===== src/wqw_pkg.sv =====
// Constants shared by the windowed watchdog configuration block.
// Assumes a byte-wide register port on the device's internal clock.
package wqw_pkg;

    // =====================================================================
    // Register addresses
    localparam int ADDR_W = 16;
    localparam logic [15:0] ADDR_ANSWER = 16'h0401;
    localparam logic [15:0] ADDR_QCNT = 16'h0402;
    localparam logic [15:0] ADDR_WIN1 = 16'h0403;
    localparam logic [15:0] ADDR_WIN2 = 16'h0404;
    localparam logic [15:0] ADDR_LONGWIN = 16'h0405;
    localparam logic [15:0] ADDR_MODE = 16'h0406;
    localparam logic [15:0] ADDR_QACFG = 16'h0407;
    localparam logic [15:0] ADDR_ERRSTAT = 16'h0408;

    // =====================================================================
    // Field positions
    localparam int HOLD_BIT = 2;
    localparam int MODE_BIT = 1;
    localparam int RET_BIT = 0;
    localparam int EARLY_BIT = 3;
    localparam int FDBK_LSB = 6;
    localparam int LFSR_LSB = 4;

    // =====================================================================
    // Reset values
    localparam logic [6:0] WIN_RST = 7'h7f;
    localparam logic [7:0] LONGWIN_RST = 8'hff;
    localparam logic MODE_RST = 1'b1;
    localparam logic [3:0] SEED_RST = 4'ha;
    localparam logic [3:0] QUESTION_RST = 4'hc;
    localparam logic [1:0] ANS_CNT_RST = 2'h3;
    localparam logic [1:0] ANS_CNT_FINAL = 2'h0;

    // =====================================================================
    // Watchdog phases
    typedef enum logic [1:0] {
        PH_LONG = 2'b00,
        PH_WIN1 = 2'b01,
        PH_WIN2 = 2'b10
    } wqw_phase_t;

endpackage


===== src/wqw_cfg.sv =====
// Windowed watchdog configuration, phase sequencing and question source.
// Assumes reg_* come from the serial control logic on the same clock.
//
// What this block does
// Window-1 duration is bits 6:0, reset all ones.
// Window-2 duration is bits 6:0, reset all ones.
// Long Window duration is bits 7:0, reset all ones.
// Durations, mode and question settings writable only in Long Window.
// Hold bit keeps Long Window; cleared, leave after interval elapses.
// Host sets hold, and must clear it to leave Long Window.
// Mode bit: 0 trigger, 1 question-and-answer; set in Long Window.
// Return bit finishes current sequence, then re-enters Long Window.
// Feedback field shapes question sequence; question mode only.
// LFSR equation field picks question polynomial; question mode only.
// Seed field, reset 1010b, seeds question generation.
// Host writes three answers in Window-1, final one in Window-2.
// Final answer in Window-1 latches early flag; write 1 clears.
// Protected writes outside Long Window are dropped, value kept.
`timescale 1ns/1ps
module wqw_cfg
    import wqw_pkg::*;
#(
    parameter int WIN_STEP = 32,
    parameter int LW_STEP = 256,
    parameter int TW = 20
) (
    input wire logic clk,
    input wire logic rstn,
    input wire logic reg_wr,
    input wire logic reg_rd,
    input wire logic [wqw_pkg::ADDR_W-1:0] reg_addr,
    input wire logic [7:0] reg_wdata,
    output logic [7:0] reg_rdata_q,
    output logic in_long_window_q,
    output logic window1_q,
    output logic window2_q,
    output logic qa_mode_q,
    output logic [3:0] question_q,
    output logic [1:0] answer_cnt_q,
    output logic [7:0] answer_byte_q,
    output logic answer_valid_q,
    output logic early_answer_flag_q,
    output logic seq_done_q
);
    import wqw_pkg::*;

    // =====================================================================
    // Storage
    logic [6:0] win1_q;
    logic [6:0] win2_q;
    logic [7:0] longwin_q;
    logic hold_q;
    logic ret_q;
    logic [1:0] fdbk_q;
    logic [1:0] lfsr_q;
    logic [3:0] seed_q;
    wqw_phase_t phase_q;
    wqw_phase_t phase_d;
    logic lw_start_q; // Timer is empty out of reset

    // =====================================================================
    // Address decode
    wire in_long = (phase_q == PH_LONG);
    wire wr_win1 = reg_wr && (reg_addr == ADDR_WIN1);
    wire wr_win2 = reg_wr && (reg_addr == ADDR_WIN2);
    wire wr_lw = reg_wr && (reg_addr == ADDR_LONGWIN);
    wire wr_mode = reg_wr && (reg_addr == ADDR_MODE);
    wire wr_qa = reg_wr && (reg_addr == ADDR_QACFG);
    wire wr_ans = reg_wr && (reg_addr == ADDR_ANSWER);
    wire wr_err = reg_wr && (reg_addr == ADDR_ERRSTAT);
    // Long Window gate
    wire prot_ok = in_long;

    // =====================================================================
    // Window timing
    wire expired;
    wire win_end = (phase_q == PH_WIN2) && expired;
    logic [TW-1:0] load_val;
    // Restart the Long Window interval out of reset and while held
    wire timer_load = (phase_d != phase_q) || (in_long && hold_q) ||
                      lw_start_q;

    // Load value for the phase being entered; widen before the product
    always_comb begin
        case (phase_d)
            PH_WIN1: load_val = TW'(({1'b0, win1_q} + 8'h01) * WIN_STEP);
            PH_WIN2: load_val = TW'(({1'b0, win2_q} + 8'h01) * WIN_STEP);
            default: load_val = TW'(({1'b0, longwin_q} + 9'h001) * LW_STEP);
        endcase
    end

    wqw_timer #(.TW(TW)) wqw_timer_i (
        .clk(clk),
        .rstn(rstn),
        .load(timer_load),
        .load_val(load_val),
        .expired(expired)
    );

    // Phase sequencing; hold restarts the Long Window interval
    always_comb begin
        case (phase_q)
            // hold or leave
            PH_LONG: phase_d = (!hold_q && expired && !lw_start_q) ? PH_WIN1
                                                                   : PH_LONG;
            PH_WIN1: phase_d = expired ? PH_WIN2 : PH_WIN1;
            // return after sequence
            PH_WIN2: phase_d = expired ? (ret_q ? PH_LONG : PH_WIN1)
                                       : PH_WIN2;
            default: phase_d = PH_LONG;
        endcase
    end

    // =====================================================================
    // Question generator
    logic lfsr_fb;
    // equation select
    always_comb begin
        case (lfsr_q)
            2'h0: lfsr_fb = question_q[3] ^ question_q[2];
            2'h1: lfsr_fb = question_q[3] ^ question_q[1];
            2'h2: lfsr_fb = question_q[3] ^ question_q[0];
            default: lfsr_fb = question_q[3] ^ question_q[2] ^ question_q[0];
        endcase
    end
    // feedback mixes one stage back in
    wire q_fb = lfsr_fb ^ (fdbk_q != 2'h0 && question_q[fdbk_q]);
    wire [3:0] q_next = {question_q[2:0], q_fb};
    // seed loaded on each exit from Long Window
    wire q_seed = in_long && (phase_d == PH_WIN1);
    wire q_step = win_end && qa_mode_q;

    // =====================================================================
    // Answer tracking; answers only count inside the windows in Q&A mode
    wire ans_take = wr_ans && qa_mode_q && !in_long;
    wire ans_final = (answer_cnt_q == ANS_CNT_FINAL);
    // early final answer
    wire early_set = ans_take && ans_final && (phase_q == PH_WIN1);
    wire early_clr = wr_err && reg_wdata[EARLY_BIT];
    wire [1:0] ans_cnt_d = win_end ? ANS_CNT_RST :
                           ans_take ? answer_cnt_q - 2'h1 : answer_cnt_q;

    // =====================================================================
    // Read mux; reserved bits read zero
    logic [7:0] rd_mux;
    always_comb begin
        case (reg_addr)
            ADDR_ANSWER: rd_mux = answer_byte_q;
            ADDR_QCNT: rd_mux = {2'h0, answer_cnt_q, question_q};
            ADDR_WIN1: rd_mux = {1'b0, win1_q};
            ADDR_WIN2: rd_mux = {1'b0, win2_q};
            ADDR_LONGWIN: rd_mux = longwin_q;
            ADDR_MODE: rd_mux = {5'h00, hold_q, qa_mode_q, ret_q};
            ADDR_QACFG: rd_mux = {fdbk_q, lfsr_q, seed_q};
            ADDR_ERRSTAT: rd_mux = {4'h0, early_answer_flag_q, 3'h0};
            default: rd_mux = 8'h00;
        endcase
    end

    // =====================================================================
    // Protected configuration fields
    always_ff @(posedge clk or negedge rstn) begin
        if (!rstn) begin
            win1_q <= WIN_RST;
            win2_q <= WIN_RST;
            longwin_q <= LONGWIN_RST;
            qa_mode_q <= MODE_RST;
            fdbk_q <= 2'h0;
            lfsr_q <= 2'h0;
            seed_q <= SEED_RST;
        end else begin
            // duration fields
            // drop writes outside Long Window
            if (wr_win1 && prot_ok) win1_q <= reg_wdata[6:0];
            if (wr_win2 && prot_ok) win2_q <= reg_wdata[6:0];
            if (wr_lw && prot_ok) longwin_q <= reg_wdata;
            // mode select
            if (wr_mode && prot_ok) qa_mode_q <= reg_wdata[MODE_BIT];
            if (wr_qa && prot_ok) begin
                fdbk_q <= reg_wdata[FDBK_LSB +: 2];
                lfsr_q <= reg_wdata[LFSR_LSB +: 2];
                seed_q <= reg_wdata[3:0];
            end
        end
    end

    // Free control bits, phase and status
    always_ff @(posedge clk or negedge rstn) begin
        if (!rstn) begin
            hold_q <= 1'b0;
            ret_q <= 1'b0;
            phase_q <= PH_LONG;
            question_q <= QUESTION_RST;
            answer_cnt_q <= ANS_CNT_RST;
            early_answer_flag_q <= 1'b0;
            lw_start_q <= 1'b1;
        end else begin
            lw_start_q <= 1'b0;
            if (wr_mode) begin
                hold_q <= reg_wdata[HOLD_BIT];
                ret_q <= reg_wdata[RET_BIT];
            end
            phase_q <= phase_d;
            question_q <= q_seed ? seed_q : q_step ? q_next : question_q;
            answer_cnt_q <= ans_cnt_d;
            // set wins over clear
            early_answer_flag_q <= (early_answer_flag_q && !early_clr) ||
                                   early_set;
        end
    end

    // Registered outputs
    always_ff @(posedge clk or negedge rstn) begin
        if (!rstn) begin
            reg_rdata_q <= 8'h00;
            in_long_window_q <= 1'b1;
            window1_q <= 1'b0;
            window2_q <= 1'b0;
            answer_byte_q <= 8'h00;
            answer_valid_q <= 1'b0;
            seq_done_q <= 1'b0;
        end else begin
            if (reg_rd) reg_rdata_q <= rd_mux;
            in_long_window_q <= (phase_d == PH_LONG);
            window1_q <= (phase_d == PH_WIN1);
            window2_q <= (phase_d == PH_WIN2);
            if (wr_ans) answer_byte_q <= reg_wdata;
            answer_valid_q <= ans_take;
            seq_done_q <= win_end;
        end
    end
endmodule // wqw_cfg


===== src/wqw_timer.sv =====
// Down-counter that times one watchdog window.
// Assumes load comes from the phase logic; it stays high while the Long Window is held.
`timescale 1ns/1ps
module wqw_timer #(
    parameter int TW = 20
) (
    input wire logic clk,
    input wire logic rstn,
    input wire logic load,
    input wire logic [TW-1:0] load_val,
    output logic expired
);

    logic [TW-1:0] cnt_q;
    logic [TW-1:0] cnt_d;

    // Reload wins over counting; hold at zero
    assign cnt_d = load ? load_val :
                   (cnt_q != '0) ? cnt_q - TW'(1) : cnt_q;
    // Plain zero test; gating with load would loop back through phase_d
    assign expired = (cnt_q == '0);

    // Count register
    always_ff @(posedge clk or negedge rstn) begin
        if (!rstn) begin
            cnt_q <= '0;
        end else begin
            cnt_q <= cnt_d;
        end
    end

endmodule // wqw_timer


===== config.mk =====
export PLATFORM = sky130hd
export DESIGN_NAME = wqw_cfg
export DESIGN_NICKNAME = d
export VERILOG_FILES = /design/src/wqw_pkg.sv /design/src/wqw_cfg.sv /design/src/wqw_timer.sv
export SDC_FILE = /design/constraint.sdc
export NUM_CORES = 1
export LEC_CHECK = 0
export BUFFER_PORTS_ARGS = -buffer_cell sky130_fd_sc_hd__buf_2
export CAP_MARGIN = 20
export CORE_ASPECT_RATIO = 2
export CORE_MARGIN = 5
export CORE_UTILIZATION = 49
export CTS_CLUSTER_DIAMETER = 60
export CTS_CLUSTER_SIZE = 14
export DETAILED_ROUTE_END_ITERATION = 10
export HOLD_SLACK_MARGIN = 0.03
export PLACE_DENSITY = 0.78
export SLEW_MARGIN = 20
export SYNTH_ARGS = -nofsm -noshare
export SYNTH_HDL_FRONTEND = slang
export SYNTH_HIERARCHICAL = 1
export SYNTH_SLANG_ARGS = --single-unit

===== constraint.sdc =====
create_clock -name clk -period 4.75 [get_ports clk]
set_input_delay 0.2375 -clock clk [delete_from_list [all_inputs] [get_ports clk]]
set_output_delay 0.2375 -clock clk [all_outputs]
set_load 0.005 [all_outputs]

### Word-level counts from Yosys, hierarchy flattened

Index checks and enable logic that the tools add are counted.

* register bits after elaboration: 84
* input bits: 28
* logic and storage cells: 106

* add/sub/neg operators: 5
* $lt $le $gt $ge: 1
* equality and inequality tests: 15
* mux-type cells: 16
* bitwise logic cells: 5
* reductions and logical operators: 42

Operators with widths (count)
* $eq A16 B11 Y1 const B: 8
* $pmux W8 S8: 1
* $mux W20: 2
* $pmux W17 S2: 1
* $logic_and A1 B1 Y1: 25
* $logic_not A20 Y1: 1
* $reduce_bool A20 Y1: 1
* $sub A20 B1 Y20 const B: 1
* $add A7 B1 Y8 const B: 2
* $add A8 B1 Y9 const B: 1
* $logic_not A2 Y1: 4
* $mux W2: 4
* $mux W4: 2
* $reduce_bool A2 Y1: 4
* $eq A2 B1 Y1 const B: 3
* $eq A2 B2 Y1 const B: 3
* $pmux W2 S3: 1
* $xor A1 B1 Y1: 5
* $logic_not A1 Y1: 4
* $logic_or A1 B1 Y1: 3
* $lt A2 B3 Y1 const B: 1
* $mux W1: 3
* $pmux W1 S3: 1
* $bmux W1 S2: 1
* 2 further kinds: 2

### Logic depth before layout (Yosys ltp)

Gate-level depths: netlist of the first run.

* depth after elaboration: 9
* mapped depth: 23
* mapped depth without buffers: 21

### Cells and area by module

Netlist of the first run, hierarchy kept.

By module, submodules not included
* wqw_cfg: instances 1, cells an instance 346, area an instance 3691.0 µm², sequential area each 1640.3 µm²
* wqw_timer: instances 1, cells an instance 143, area an instance 1287.5 µm², sequential area each 500.5 µm²

### Least setup slack after synthesis of the first run

Ideal clock, no wire load.

* kind: register to register
* start: reg wqw_timer_i.cnt_q[10]
* end: reg wqw_timer_i.cnt_q[9]
* arrival time: 3.702 ns
* data required time: 4.655 ns
* setup slack: 0.953 ns
* cell stages (with the launch flop): 22
* clock period less this slack: 3.797 ns
* cell sequence: dfrtp_1 > nor4_4 > nand3_2 > or2_1 > inv_2 > buf_6 > nand2_1 > o21a_1 > inv_1 > ha_1 > clkbuf_1 > mux2i_1 > inv_1 > ha_1 > nor2b_1 > and3_1 > o32a_1 > a21oi_1 > nand2_1 > o21ai_0 > a31oi_1 > o31ai_1

* elaborated cells between the ends (all ways): 16

RTL lines
* start, declared: RTL line wqw_timer.sv:14 `logic [TW-1:0] cnt_q;`
* start signal, assigned: RTL line wqw_timer.sv:28 `cnt_q <= cnt_d;`
* $logic_not A20 Y1 (*): RTL line wqw_timer.sv:21 `assign expired = (cnt_q == '0);`
* via expired: RTL line wqw_cfg.sv:76 `wire expired;`
* $mux W2, on equally long branches: RTL line wqw_cfg.sv:108, wqw_cfg.sv:106
* $pmux W2 S3 (*): RTL line wqw_cfg.sv:102 `case (phase_q)`
* via phase_d[1]: RTL line wqw_cfg.sv:58 `wqw_phase_t phase_d;`
* $eq A2 B2 Y1 / $eq A2 B1 Y1 (equally long branches): RTL line wqw_cfg.sv:85 `case (phase_d)`
* $pmux W17 S2 (*): RTL line wqw_cfg.sv:85
* via load_val[9]: RTL line wqw_cfg.sv:78 `logic [TW-1:0] load_val;`
* $mux W20 (*): RTL line wqw_timer.sv:18 `assign cnt_d = load ? load_val :`

Mark *: on every way through the listed nets, which the timed path passes. The rest lies on a longest branch.
A chain may end at the register's enable or synchronous reset.

### Worst setup path in the final report of the first run

* start: reg wqw_timer_i.cnt_q[0]
* end: reg wqw_timer_i.cnt_q[9]

The elaborated chain is that of the path after synthesis.

==> metrics.yaml, run 1 <==
vias: 4154
io_buffer_count: 56
cts-root-buf: "clkbuf_16"
cts_tree: "built"
die-area_um2: 12400
overflow: 0
finalInstanceArea_um2: 5700
crit_path_start: "wqw_timer_i/cnt_q[0]"
synth.top_cell.area_share_pct: 26.6
initial_core_util_pct: 49.7
status: "finished clean"
crit_path_start_kind: "register"
worstReg2RegEnd: "wqw_timer_i/cnt_q[9]"
cts_num_sinks: 84
max_stage_delay_ns: 0.41
slew_violations: 0
reg2reg_depth: 21
critical_path.endpoint: "wqw_timer_i/cnt_q[9]"
fmax_ghz: 0.229
yosysUniqueCellTypes: 67
die_w_um: 81.3
period_share_pct: 91.8
ff_latch_area_um2: 2140
seq_area_frac_synth_pct: 43.0
antenna_found_initial: 0
cp-end-kind: "register"
die_y_um: 153
syn_inst: 489
ant_nets: 0
syn_area_um2: 4980
multiInputGateArea_um2: 2700
critical_path.max_fanout: 21
core-area_um2: 10000
max-clock-path-buffers: 2
grt_start_max_net_pins: 85
avgViaCountPerCell: 6.05
drc: 0
power_density_nw_per_um2: 283
grt_pass1_vias: 4292
period_needed_ns: 4.36
path_cells: "inv_1 -> ha_1 -> nor4b_1 -> nand3_1 -> or2_1 -> inv_2 -> nand2_1 -> o21a_1 -> inv_1 -> ha_1 -> mux2i_1 -> inv_1 -> ha_1 -> nor2b_1 -> and3_1 -> o32a_1 -> a21oi_1 -> nand2_1 -> o21ai_0 -> a31oi_1 -> o31ai_1"
grt_setup_unrepaired: "false"
num-fill-cells: 880
drtIter0Drc: 314
r2r_start: "wqw_timer_i/cnt_q[0]"
htree_levels: 3
hold_viol_final: 0
worst_pin_slew_ns: 0.837
drive_gt1_share_pct: 30.3
worst-path-buf-inv: 4
hold_class: "in2reg"
cts_buffers: 9
clk_pin_slew_ns: 0.06
dr.pass1.iters: 5
dp_hpwl_um: 10700
async_flop_share_pct: 100
pin_count: 57
drv_cap: 0
path_depth: 21
fin_worst_skew_ns: 0.00392
cpLargestDelayFamily: "simple AND/OR/NAND/NOR gates"
finalSetupViolations: 0
ys.flop_type: "dfrtp_1"
worstPathArrival_ns: 4.61
wl_um: 14100
rows: 52
area_growth_pct: 14.4
total_leakage_power_nw: 2.41
final_common_cell: "buf_2"
fin_setup_tns_ns: 0
gp_congestion: 0.950
synth_top_area_cell: "dfrtp_1"
wl_per_cell_um: 20.5
critPathKind: "reg2reg"
grt_pass1_wl_um: 22300
rrSetupSlack_ns: 0.39
synthTopCellsByArea: "dfrtp_1 27%, dfstp_2 16%, mux2_2 10%"
required_ns: 5.00
ys_warn_count: 6
ys_ff_latch: 84
layout_common_cells: "55 x buf_2, 53 x dfrtp_1, 46 x nand2_1"
vdd_drop_max_uv: 229
nNetsFinal: 587
grt_util_all_layers_pct: 23.8
placed_cell_area_um2: 5380
num_antenna_cells: 0
syn_area_per_cell_um2: 10.2
slew-limit-headroom_pct: 44.1
critPathSlowestCell: "dfrtp_1"
synth_edf_count: 0
clock_latency_ns: 0.34
==> cell usage after synthesis (all sizes together), types with 6 or more instances <==
library cell  count
xnor2             9
nand2b            9
mux2i            18
and2              6
nand2            48
clkbuf           16
nand3            18
nor2b             8
o31ai             9
a22oi             6
nor4             10
inv              20
a21oi            19
nor2             24
o21ai            21
dfrtp            53
nor3             12
nand4            11
dfstp            31
a31oi             7
xor2             10
ha               12
mux2             45
or3               6
==> through the flow <==
stage	setup WS [ns]	hold slack, ns	utilization, %	total power (W)	cells
after floorplan	0.953	-0.0581	-	0.000853	497
after global placement	0.715	0.469	53.7	0.000906	670
after detailed placement	0.401	0.474	53.7	0.000913	670
after CTS	0.380	0.121	56.7	0.00162	686
after global routing	0.0337	0.156	56.9	0.00167	687
final	0.390	0.142	56.9	0.00161	687
==> sequential cells by signal (all words and copies together) (netlist names), 4 cells and up <==
register and count:
answer_byte_q 8, longwin_q 8, seed_q 4, wqw_timer_i/cnt_q 20, reg_rdata_q 8, win1_q 7
win2_q 7, question_q 4
==> what timing repair did <==
| item | in CTS | in global routing |
|---|---|---|
| hold buffers | 0 | 1 |
| hold endpoints to repair | 0 | 20 |
| endpoints found under the setup margin | 0 | 1 |
| resized for setup | 0 | 1 |
| buffers inserted | 0 | 0 |
==> worst min-delay path by stage <==
stage / startpoint / end / slack (ns) / cells after the start
2_1_floorplan: rstn / answer_byte_q[0] / -0.06 / 0
3_3_place_gp: rstn / lfsr_q[1] / 0.47 / 1
3_5_place_dp: reg_rdata_q[3] / reg_rdata_q[3] / 0.47 / 1
4_1_cts: rstn / answer_byte_q[5] / 0.12 / 1
5_1_grt: reg_rd / reg_rdata_q[6] / 0.16 / 2
6_report: reg_rd / reg_rdata_q[6] / 0.14 / 2
==> power breakdown <==
group          switching (W)  total (W)  internal, W
clock network       0.000284   0.000705     0.000421
registers          0.0000239   0.000758     0.000734
logic              0.0000959   0.000147    0.0000516
==> routing by layer <==
metal	global-route usage, %	wire length [um]	share of wire (%)	up-vias
li1	-	-	-	1905
met2	43.2	7860	56	188
met4	15.0	931	6.6	0
met5	0	0	0	-
met3	4.20	707	5.0	57
met1	23.7	4590	33	2004
==> cells by family (layout without fill, tap and decap cells) <==
logic type | after synthesis | after routing | synth area share (%)
compound gates | 97 | 97 | 13.2
other cells | 1 | 9 | 0.0753
flops | 84 | 84 | 43.0
simple gates | 172 | 172 | 20.2
buf+inv | 41 | 96 | 3.42
mux | 63 | 63 | 13.8
fa+ha+maj | 12 | 12 | 3.02
xor+xnor | 19 | 19 | 3.34
==> final cells by class <==
| type | count | share of cell area [%] |
|---|---|---|
| multi-input combinational | 372 | 47.4 |
| sequential | 84 | 37.6 |
| timing repair buffer | 59 | 5.47 |
| clock buffer | 12 | 4.33 |
| tap | 135 | 2.97 |
| inverter | 21 | 1.38 |
| clock inverter | 4 | 0.879 |
==> worst reg2reg max path, delay by kind of cell, from the launching register on <==
kind	cells	cell delay, ns
AO/OA/AOI/OAI	6	0.88
AND/OR/NAND/NOR	7	1.42
buffers and inverters	4	0.61
multiplexers	1	0.31
flip-flops	1	0.41
adder cells (fa/ha/maj)	3	0.66
No activity file was read; power rests on OpenSTA's default activity.
==> run 2, diff against run 1 <==
--- a/config.mk
+++ b/config.mk
@@ -5,6 +5,7 @@
 export SDC_FILE = /design/constraint.sdc
 export NUM_CORES = 1
 export LEC_CHECK = 0
+export ABC_AREA = 1
 export BUFFER_PORTS_ARGS = -buffer_cell sky130_fd_sc_hd__buf_2
 export CAP_MARGIN = 20
 export CORE_ASPECT_RATIO = 2
@@ -14,7 +15,7 @@
 export CTS_CLUSTER_SIZE = 14
 export DETAILED_ROUTE_END_ITERATION = 10
 export HOLD_SLACK_MARGIN = 0.03
-export PLACE_DENSITY = 0.78
+export PLACE_DENSITY = 0.77
 export SLEW_MARGIN = 20
 export SYNTH_ARGS = -nofsm -noshare
 export SYNTH_HDL_FRONTEND = slang
==> run 2 against run 1 <==
Hold slack improved by 0.042 ns. Register-to-register slack gained 0.62 ns. Flip-flop and latch count unchanged. Critical path type unchanged. Critical endpoint is now wqw_timer_i/cnt_q[11]. Largest cell class unchanged. Largest power group unchanged.
==> metrics.yaml, run 2 <==
rows: 53
drive_gt1_share_pct: 19.7
dr.pass1.iters: 5
layout_common_cells: "235 x nand2_1, 74 x inv_1, 68 x nor2_1"
synth.top_cell.area_share_pct: 25.2
fin_worst_skew_ns: 0.00728
avgViaCountPerCell: 5.14
cts_tree: "built"
finalSetupViolations: 0
regMostFlops: "wqw_timer_i/cnt_q"
grt_pass1_vias: 4783
fmax_ghz: 0.267
nNetsFinal: 830
required_ns: 5.01
total_leakage_power_nw: 2.94
synth_most_common_cell: "nand2_1"
overflow: 0
path_cells: "inv_1 -> ha_1 -> nand2_1 -> nor2_1 -> nand3_1 -> nor4_1 -> inv_1 -> nor2_1 -> inv_1 -> o21ai_1 -> a21oi_1 -> ha_1 -> o21ai_1 -> ha_1 -> and2_1 -> nand3_1 -> nor2_1 -> nand3_1 -> nand3_1 -> nand2_1 -> o21ai_1"
async_flop_share_pct: 100
slew-limit-headroom_pct: 51.6
critPathMostFrequentCell: "nand3_1"
cpLargestDelayFamily: "simple AND/OR/NAND/NOR gates"
wl_per_cell_um: 14.4
period_needed_ns: 3.74
critical_path.max_fanout: 9
yosysUniqueCellTypes: 39
cts-root-buf: "clkbuf_16"
ys_ff_latch: 84
pin_count: 57
htree_levels: 3
power_density_nw_per_um2: 352
critPathSlowestCell: "nor4_1"
fin_setup_tns_ns: 0
critPathKind: "reg2reg"
worst_pin_slew_ns: 0.726
grt_start_max_net_pins: 82
ys_warn_count: 6
grt_util_all_layers_pct: 21.5
wl_um: 13400
drtIter0Drc: 219
area_growth_pct: 13.5
crit_path_start_kind: "register"
p_total_w: 0.00210
synth_xor_area_share_pct: 1.17
dp_hpwl_um: 10400
core-area_um2: 10500
clk_pin_slew_ns: 0.06
synth_compound_area_share_pct: 8.81
hold_class: "in2reg"
post_cts_buffers: 0
synthTopCellsByArea: "dfrtp_1 25%, nand2_1 17%, dfstp_2 15%"
syn_inst: 728
die_w_um: 83.2
synth_top_family_by_area: "simple AND/OR/NAND/NOR gates"
status: "finished clean"
die_y_um: 156
synth_common_cells: "235 x nand2_1, 74 x inv_1, 68 x nor2_1, 65 x nand3_1, 53 x dfrtp_1"
synth_top_area_cell: "dfrtp_1"
worst-path-buf-inv: 3
cts_buffers: 9
num_antenna_cells: 0
syn_area_per_cell_um2: 7.22
cts_num_sinks: 84
seq_area_frac_synth_pct: 40.7
die-area_um2: 13000
grt_pass1_wl_um: 22300
synth-adder-area-share_pct: 2.86
slew_violations: 0
cp-end-kind: "register"
period_share_pct: 78.7
final_common_cell: "nand2_1"
io_buffer_count: 56
worstPathArrival_ns: 4.01
synth_mux_area_share_pct: 0.381
ctsResizeCount: 0
grt_setup_unrepaired: "false"
initial_core_util_pct: 49.9
vdd_drop_max_uv: 197
synth_edf_count: 0
antenna_found_initial: 0
max_stage_delay_ns: 0.47
syn_area_um2: 5260
clock_latency_ns: 0.34
ant_nets: 0
ys.flop_type: "dfrtp_1"
vias: 4794
drc: 0
synthSimpleGateAreaFrac_pct: 38.0
max-clock-path-buffers: 2
drv_cap: 0
largest_reg_flops: 20
hold_viol_final: 0
gp_congestion: 0.931
==> run 2: cell count changes after synthesis, sizes merged, moves of 12 or more <==
cell / change
clkbuf: -12
inv: +59
mux2: -45
mux2i: -16
nand2: +204
nand3: +50
nor2: +71
o21ai: +51
==> run 2: kinds of logic (layout without fill, tap and decap cells) <==
logic type	Yosys count	in the layout
AO/OA/AOI/OAI	88	88
XOR/XNOR	7	7
adder cells (fa/ha/maj)	12	12
buffers and inverters	95	154
flip-flops	84	84
multiplexers	2	2
other	1	9
AND/OR/NAND/NOR	439	439
==> run 2: layer usage <==
metal / track usage (%) / vias up / wire [um]
li1: - / 2432 / -
met1: 20.7 / 2210 / 4690
met2: 40.7 / 106 / 7510
met3: 3.48 / 46 / 395
met4: 15.3 / 0 / 803
met5: 0 / - / 0
==> run 2: worst reg2reg max path: cells and delay by family (launching register included) <==
| family | cells | cell delay [ns] |
|---|---|---|
| AOI/OAI and AO/OA | 4 | 0.61 |
| adders and majority gates | 3 | 0.70 |
| buffers and inverters | 3 | 0.43 |
| DFF | 1 | 0.37 |
| and+or+nand+nor | 11 | 1.55 |
==> run 2: area by class of cell <==
cell class              instances  area, um2
fillers                      1005       4580
flip-flops and latches         84       2140
inverters                      79        299
well taps                     137        171
multi-input cells             557       2730
repair buffers                 59        312
clock buffers                  10        229
clock inverters                 6       87.6
==> run 2: repair_timing <==
action | CTS | global route
endpoints found under the hold margin | 3 | 0
hold buffers | 1 | 0
endpoints found under the setup margin | 0 | 0
==> run 2: report_power, final <==
group          internal, W  leakage [nW]  total, W  switching [W]
Clock             0.000462         0.157  0.000751       0.000290
Combinational     0.000163          1.74  0.000530       0.000367
Sequential        0.000773          1.04  0.000822      0.0000489
==> run 2: metrics by stage <==
stage / instance area (um2) / setup slack, ns / hold WS (ns) / utilization [%] / cells
finish: 5970 / 1.01 / 0.184 / 56.6 / 932
global route: 5970 / 0.537 / 0.197 / 56.6 / 932
floorplan: 5290 / 1.52 / -0.0581 / - / 736
detailed placement: 5640 / 1.03 / 0.0350 / 53.5 / 915
CTS: 5960 / 1.01 / 0.176 / 56.6 / 932
global placement: 5640 / 1.20 / 0.0340 / 53.5 / 915
==> run 2: worst paths after layout <==
kind,endpoint,slack (ns),cells after the start,startpoint
worst max-delay path,wqw_timer_i/cnt_q[11],1.01,21,wqw_timer_i/cnt_q[0]
worst min-delay path,longwin_q[7],0.18,3,reg_wdata[7]
worst max register to register,wqw_timer_i/cnt_q[11],1.01,21,wqw_timer_i/cnt_q[0]
worst min register to register,reg_rdata_q[3],0.48,2,reg_rdata_q[3]
max in group asynchronous,reg_rdata_q[4],3.65,3,rstn
min in group asynchronous,window1_q,0.23,2,rstn
==> run 3, diff against run 2 <==
--- a/config.mk
+++ b/config.mk
@@ -15,7 +15,7 @@
 export CTS_CLUSTER_SIZE = 14
 export DETAILED_ROUTE_END_ITERATION = 10
 export HOLD_SLACK_MARGIN = 0.03
-export PLACE_DENSITY = 0.77
+export PLACE_DENSITY = 0.8
 export SLEW_MARGIN = 20
 export SYNTH_ARGS = -nofsm -noshare
 export SYNTH_HDL_FRONTEND = slang
==> constraint.sdc (replaced) <==
create_clock -name clk -period 3.44 [get_ports clk]
set_input_delay 0.172 -clock clk [delete_from_list [all_inputs] [get_ports clk]]
set_output_delay 0.172 -clock clk [all_outputs]
set_load 0.005 [all_outputs]
==> run 3 against run 2 <==
Fmax increased by 16%. Combinational power grew 47%. Sequential power up 39%. Routed wire length grew 3.5%. Global-route usage up 0.81 points. First-iteration DRC count down 32%. Critical path type unchanged. Critical endpoint is now wqw_timer_i/cnt_q[10]. Largest cell class unchanged. Highest routed layer unchanged.
==> metrics.yaml, run 3 (same netlist as run 2, synthesis figures left out) <==
fin_worst_skew_ns: 0.00506
fmax_ghz: 0.311
critPathKind: "reg2reg"
die-area_um2: 13000
slew_violations: 0
reg2reg_depth: 22
cts_tree: "built"
die_y_um: 156
initial_core_util_pct: 49.9
drv_cap: 0
final_common_cell: "nand2_1"
hold_class: "in2reg"
rows: 53
grt_start_max_net_pins: 64
overflow: 0
avgViaCountPerCell: 5.19
period_needed_ns: 3.22
num_antenna_cells: 0
largest_reg_flops: 20
critical_path.max_fanout: 5
holdWs_ns: 0.100
grt_pass1_vias: 4969
gp_congestion: 0.965
vias: 4877
vdd_drop_max_uv: 348
slew-limit-headroom_pct: 46.4
wl_um: 13900
cp-end-kind: "register"
status: "finished clean"
core-area_um2: 10500
die_w_um: 83.2
regMostFlops: "wqw_timer_i/cnt_q"
fin_setup_tns_ns: 0
ff_latch_area_um2: 2140
drc: 0
hold_viol_final: 0
power_density_nw_per_um2: 479
critPathSlowestCell: "dfrtp_1"
cts_buffers: 9
grt_util_all_layers_pct: 22.3
wl_per_cell_um: 14.8
drtIter0Drc: 149
htree_levels: 3
pin_count: 57
drive_gt1_share_pct: 22.5
final_util_pct: 57.5
io_buffer_count: 56
hold_path_depth: 3
worstPathArrival_ns: 3.50
crit_path_start_kind: "register"
critPathMostFrequentCell: "nand2_1"
grt_pass1_wl_um: 23200
antenna_found_initial: 0
clk_pin_slew_ns: 0.06
max-clock-path-buffers: 2
dp_hpwl_um: 10500
clock_latency_ns: 0.34
dr.pass1.iters: 4
required_ns: 3.73
nNetsFinal: 838
period_share_pct: 93.5
worst_pin_slew_ns: 0.804
finalSetupViolations: 0
multiInputGateArea_um2: 2780
path_cells: "inv_2 -> ha_4 -> nand2_2 -> nor2_1 -> nand3_1 -> nor4_2 -> buf_4 -> inv_1 -> nor2_2 -> inv_2 -> o21ai_2 -> a21oi_2 -> ha_2 -> o21ai_0 -> nand2_1 -> nor2_2 -> nand3_1 -> nand2_1 -> nand3_1 -> o21ai_1 -> nand2_1 -> nand2_1"
area_growth_pct: 15.4
num-fill-cells: 958
ant_nets: 0
layout_common_cells: "234 x nand2_1, 71 x inv_1, 65 x nor2_1"
max_stage_delay_ns: 0.39
cts-root-buf: "clkbuf_16"
cts_num_sinks: 84
total_leakage_power_nw: 2.97
## run 3: cell types whose count changed in the layout (fill, tap and decap cells not counted), sizes merged
| cell | delta |
|---|---|
| bufinv | -1 |
| clkbuf | +1 |
| clkinv | -2 |
| clkinvlp | +3 |
| buf | +8 |
| inv | -1 |
## run 3: power breakdown
group | internal (W) | switching [W]
combinational | 0.000244 | 0.000536
clock | 0.000584 | 0.000407
sequential | 0.00107 | 0.0000697
total | 0.00190 | 0.00101
## run 3: worst max-delay path, delay by kind of cell (launching register included)
kind / cells / cell delay (ns)
adder cells (fa/ha/maj): 2 / 0.37
AO/OA/AOI/OAI: 4 / 0.69
buffers and inverters: 4 / 0.40
flip-flops: 1 / 0.39
AND/OR/NAND/NOR: 12 / 1.29
## run 3: through the flow
step / instances / area, um2 / setup slack, ns / total power (W)
finish: 940 / 6060 / 0.224 / 0.00291
detailed placement: 920 / 5670 / 0.0654 / 0.00190
global placement: 920 / 5670 / 0.190 / 0.00189
floorplan: 736 / 5290 / 0.212 / 0.00168
global route: 940 / 6060 / -0.0412 / 0.00308
CTS: 937 / 5990 / 0.00220 / 0.00289
## run 3: final cells by class
type                    count  area share (%)
clock buffers              11            4.00
clock inverters             5            1.01
inverters                  79            4.93
multi-input cells         557            45.9
flip-flops and latches     84            35.3
well taps                 137            2.83
repair buffers             67            6.07
## run 3: path summary, 6_finish.rpt
kind | start | to | slack [ns]
worst max-delay path | wqw_timer_i/cnt_q[1] | wqw_timer_i/cnt_q[10] | 0.22
worst min-delay path | reg_wdata[7] | longwin_q[7] | 0.1
worst max register to register | wqw_timer_i/cnt_q[1] | wqw_timer_i/cnt_q[10] | 0.22
worst min register to register | reg_rdata_q[7] | reg_rdata_q[7] | 0.47
max in group asynchronous | rstn | longwin_q[5] | 2.11
min in group asynchronous | rstn | answer_valid_q | 0.46
## run 3: what timing repair did
item | in CTS | in global routing
gates resized for setup | 0 | 19
endpoints found under the hold margin | 41 | 0
setup endpoints to repair | 0 | 6
setup buffers | 0 | 3
hold buffers | 1 | 0
## run 3: routing by layer
metal / GRT usage (%) / vias up / share of wire, %
li1: - / 2454 / -
met1: 21.1 / 2270 / 34
met2: 43.8 / 107 / 58
met3: 2.90 / 46 / 3.0
met4: 14.9 / 0 / 5.4
met5: 0 / - / 0
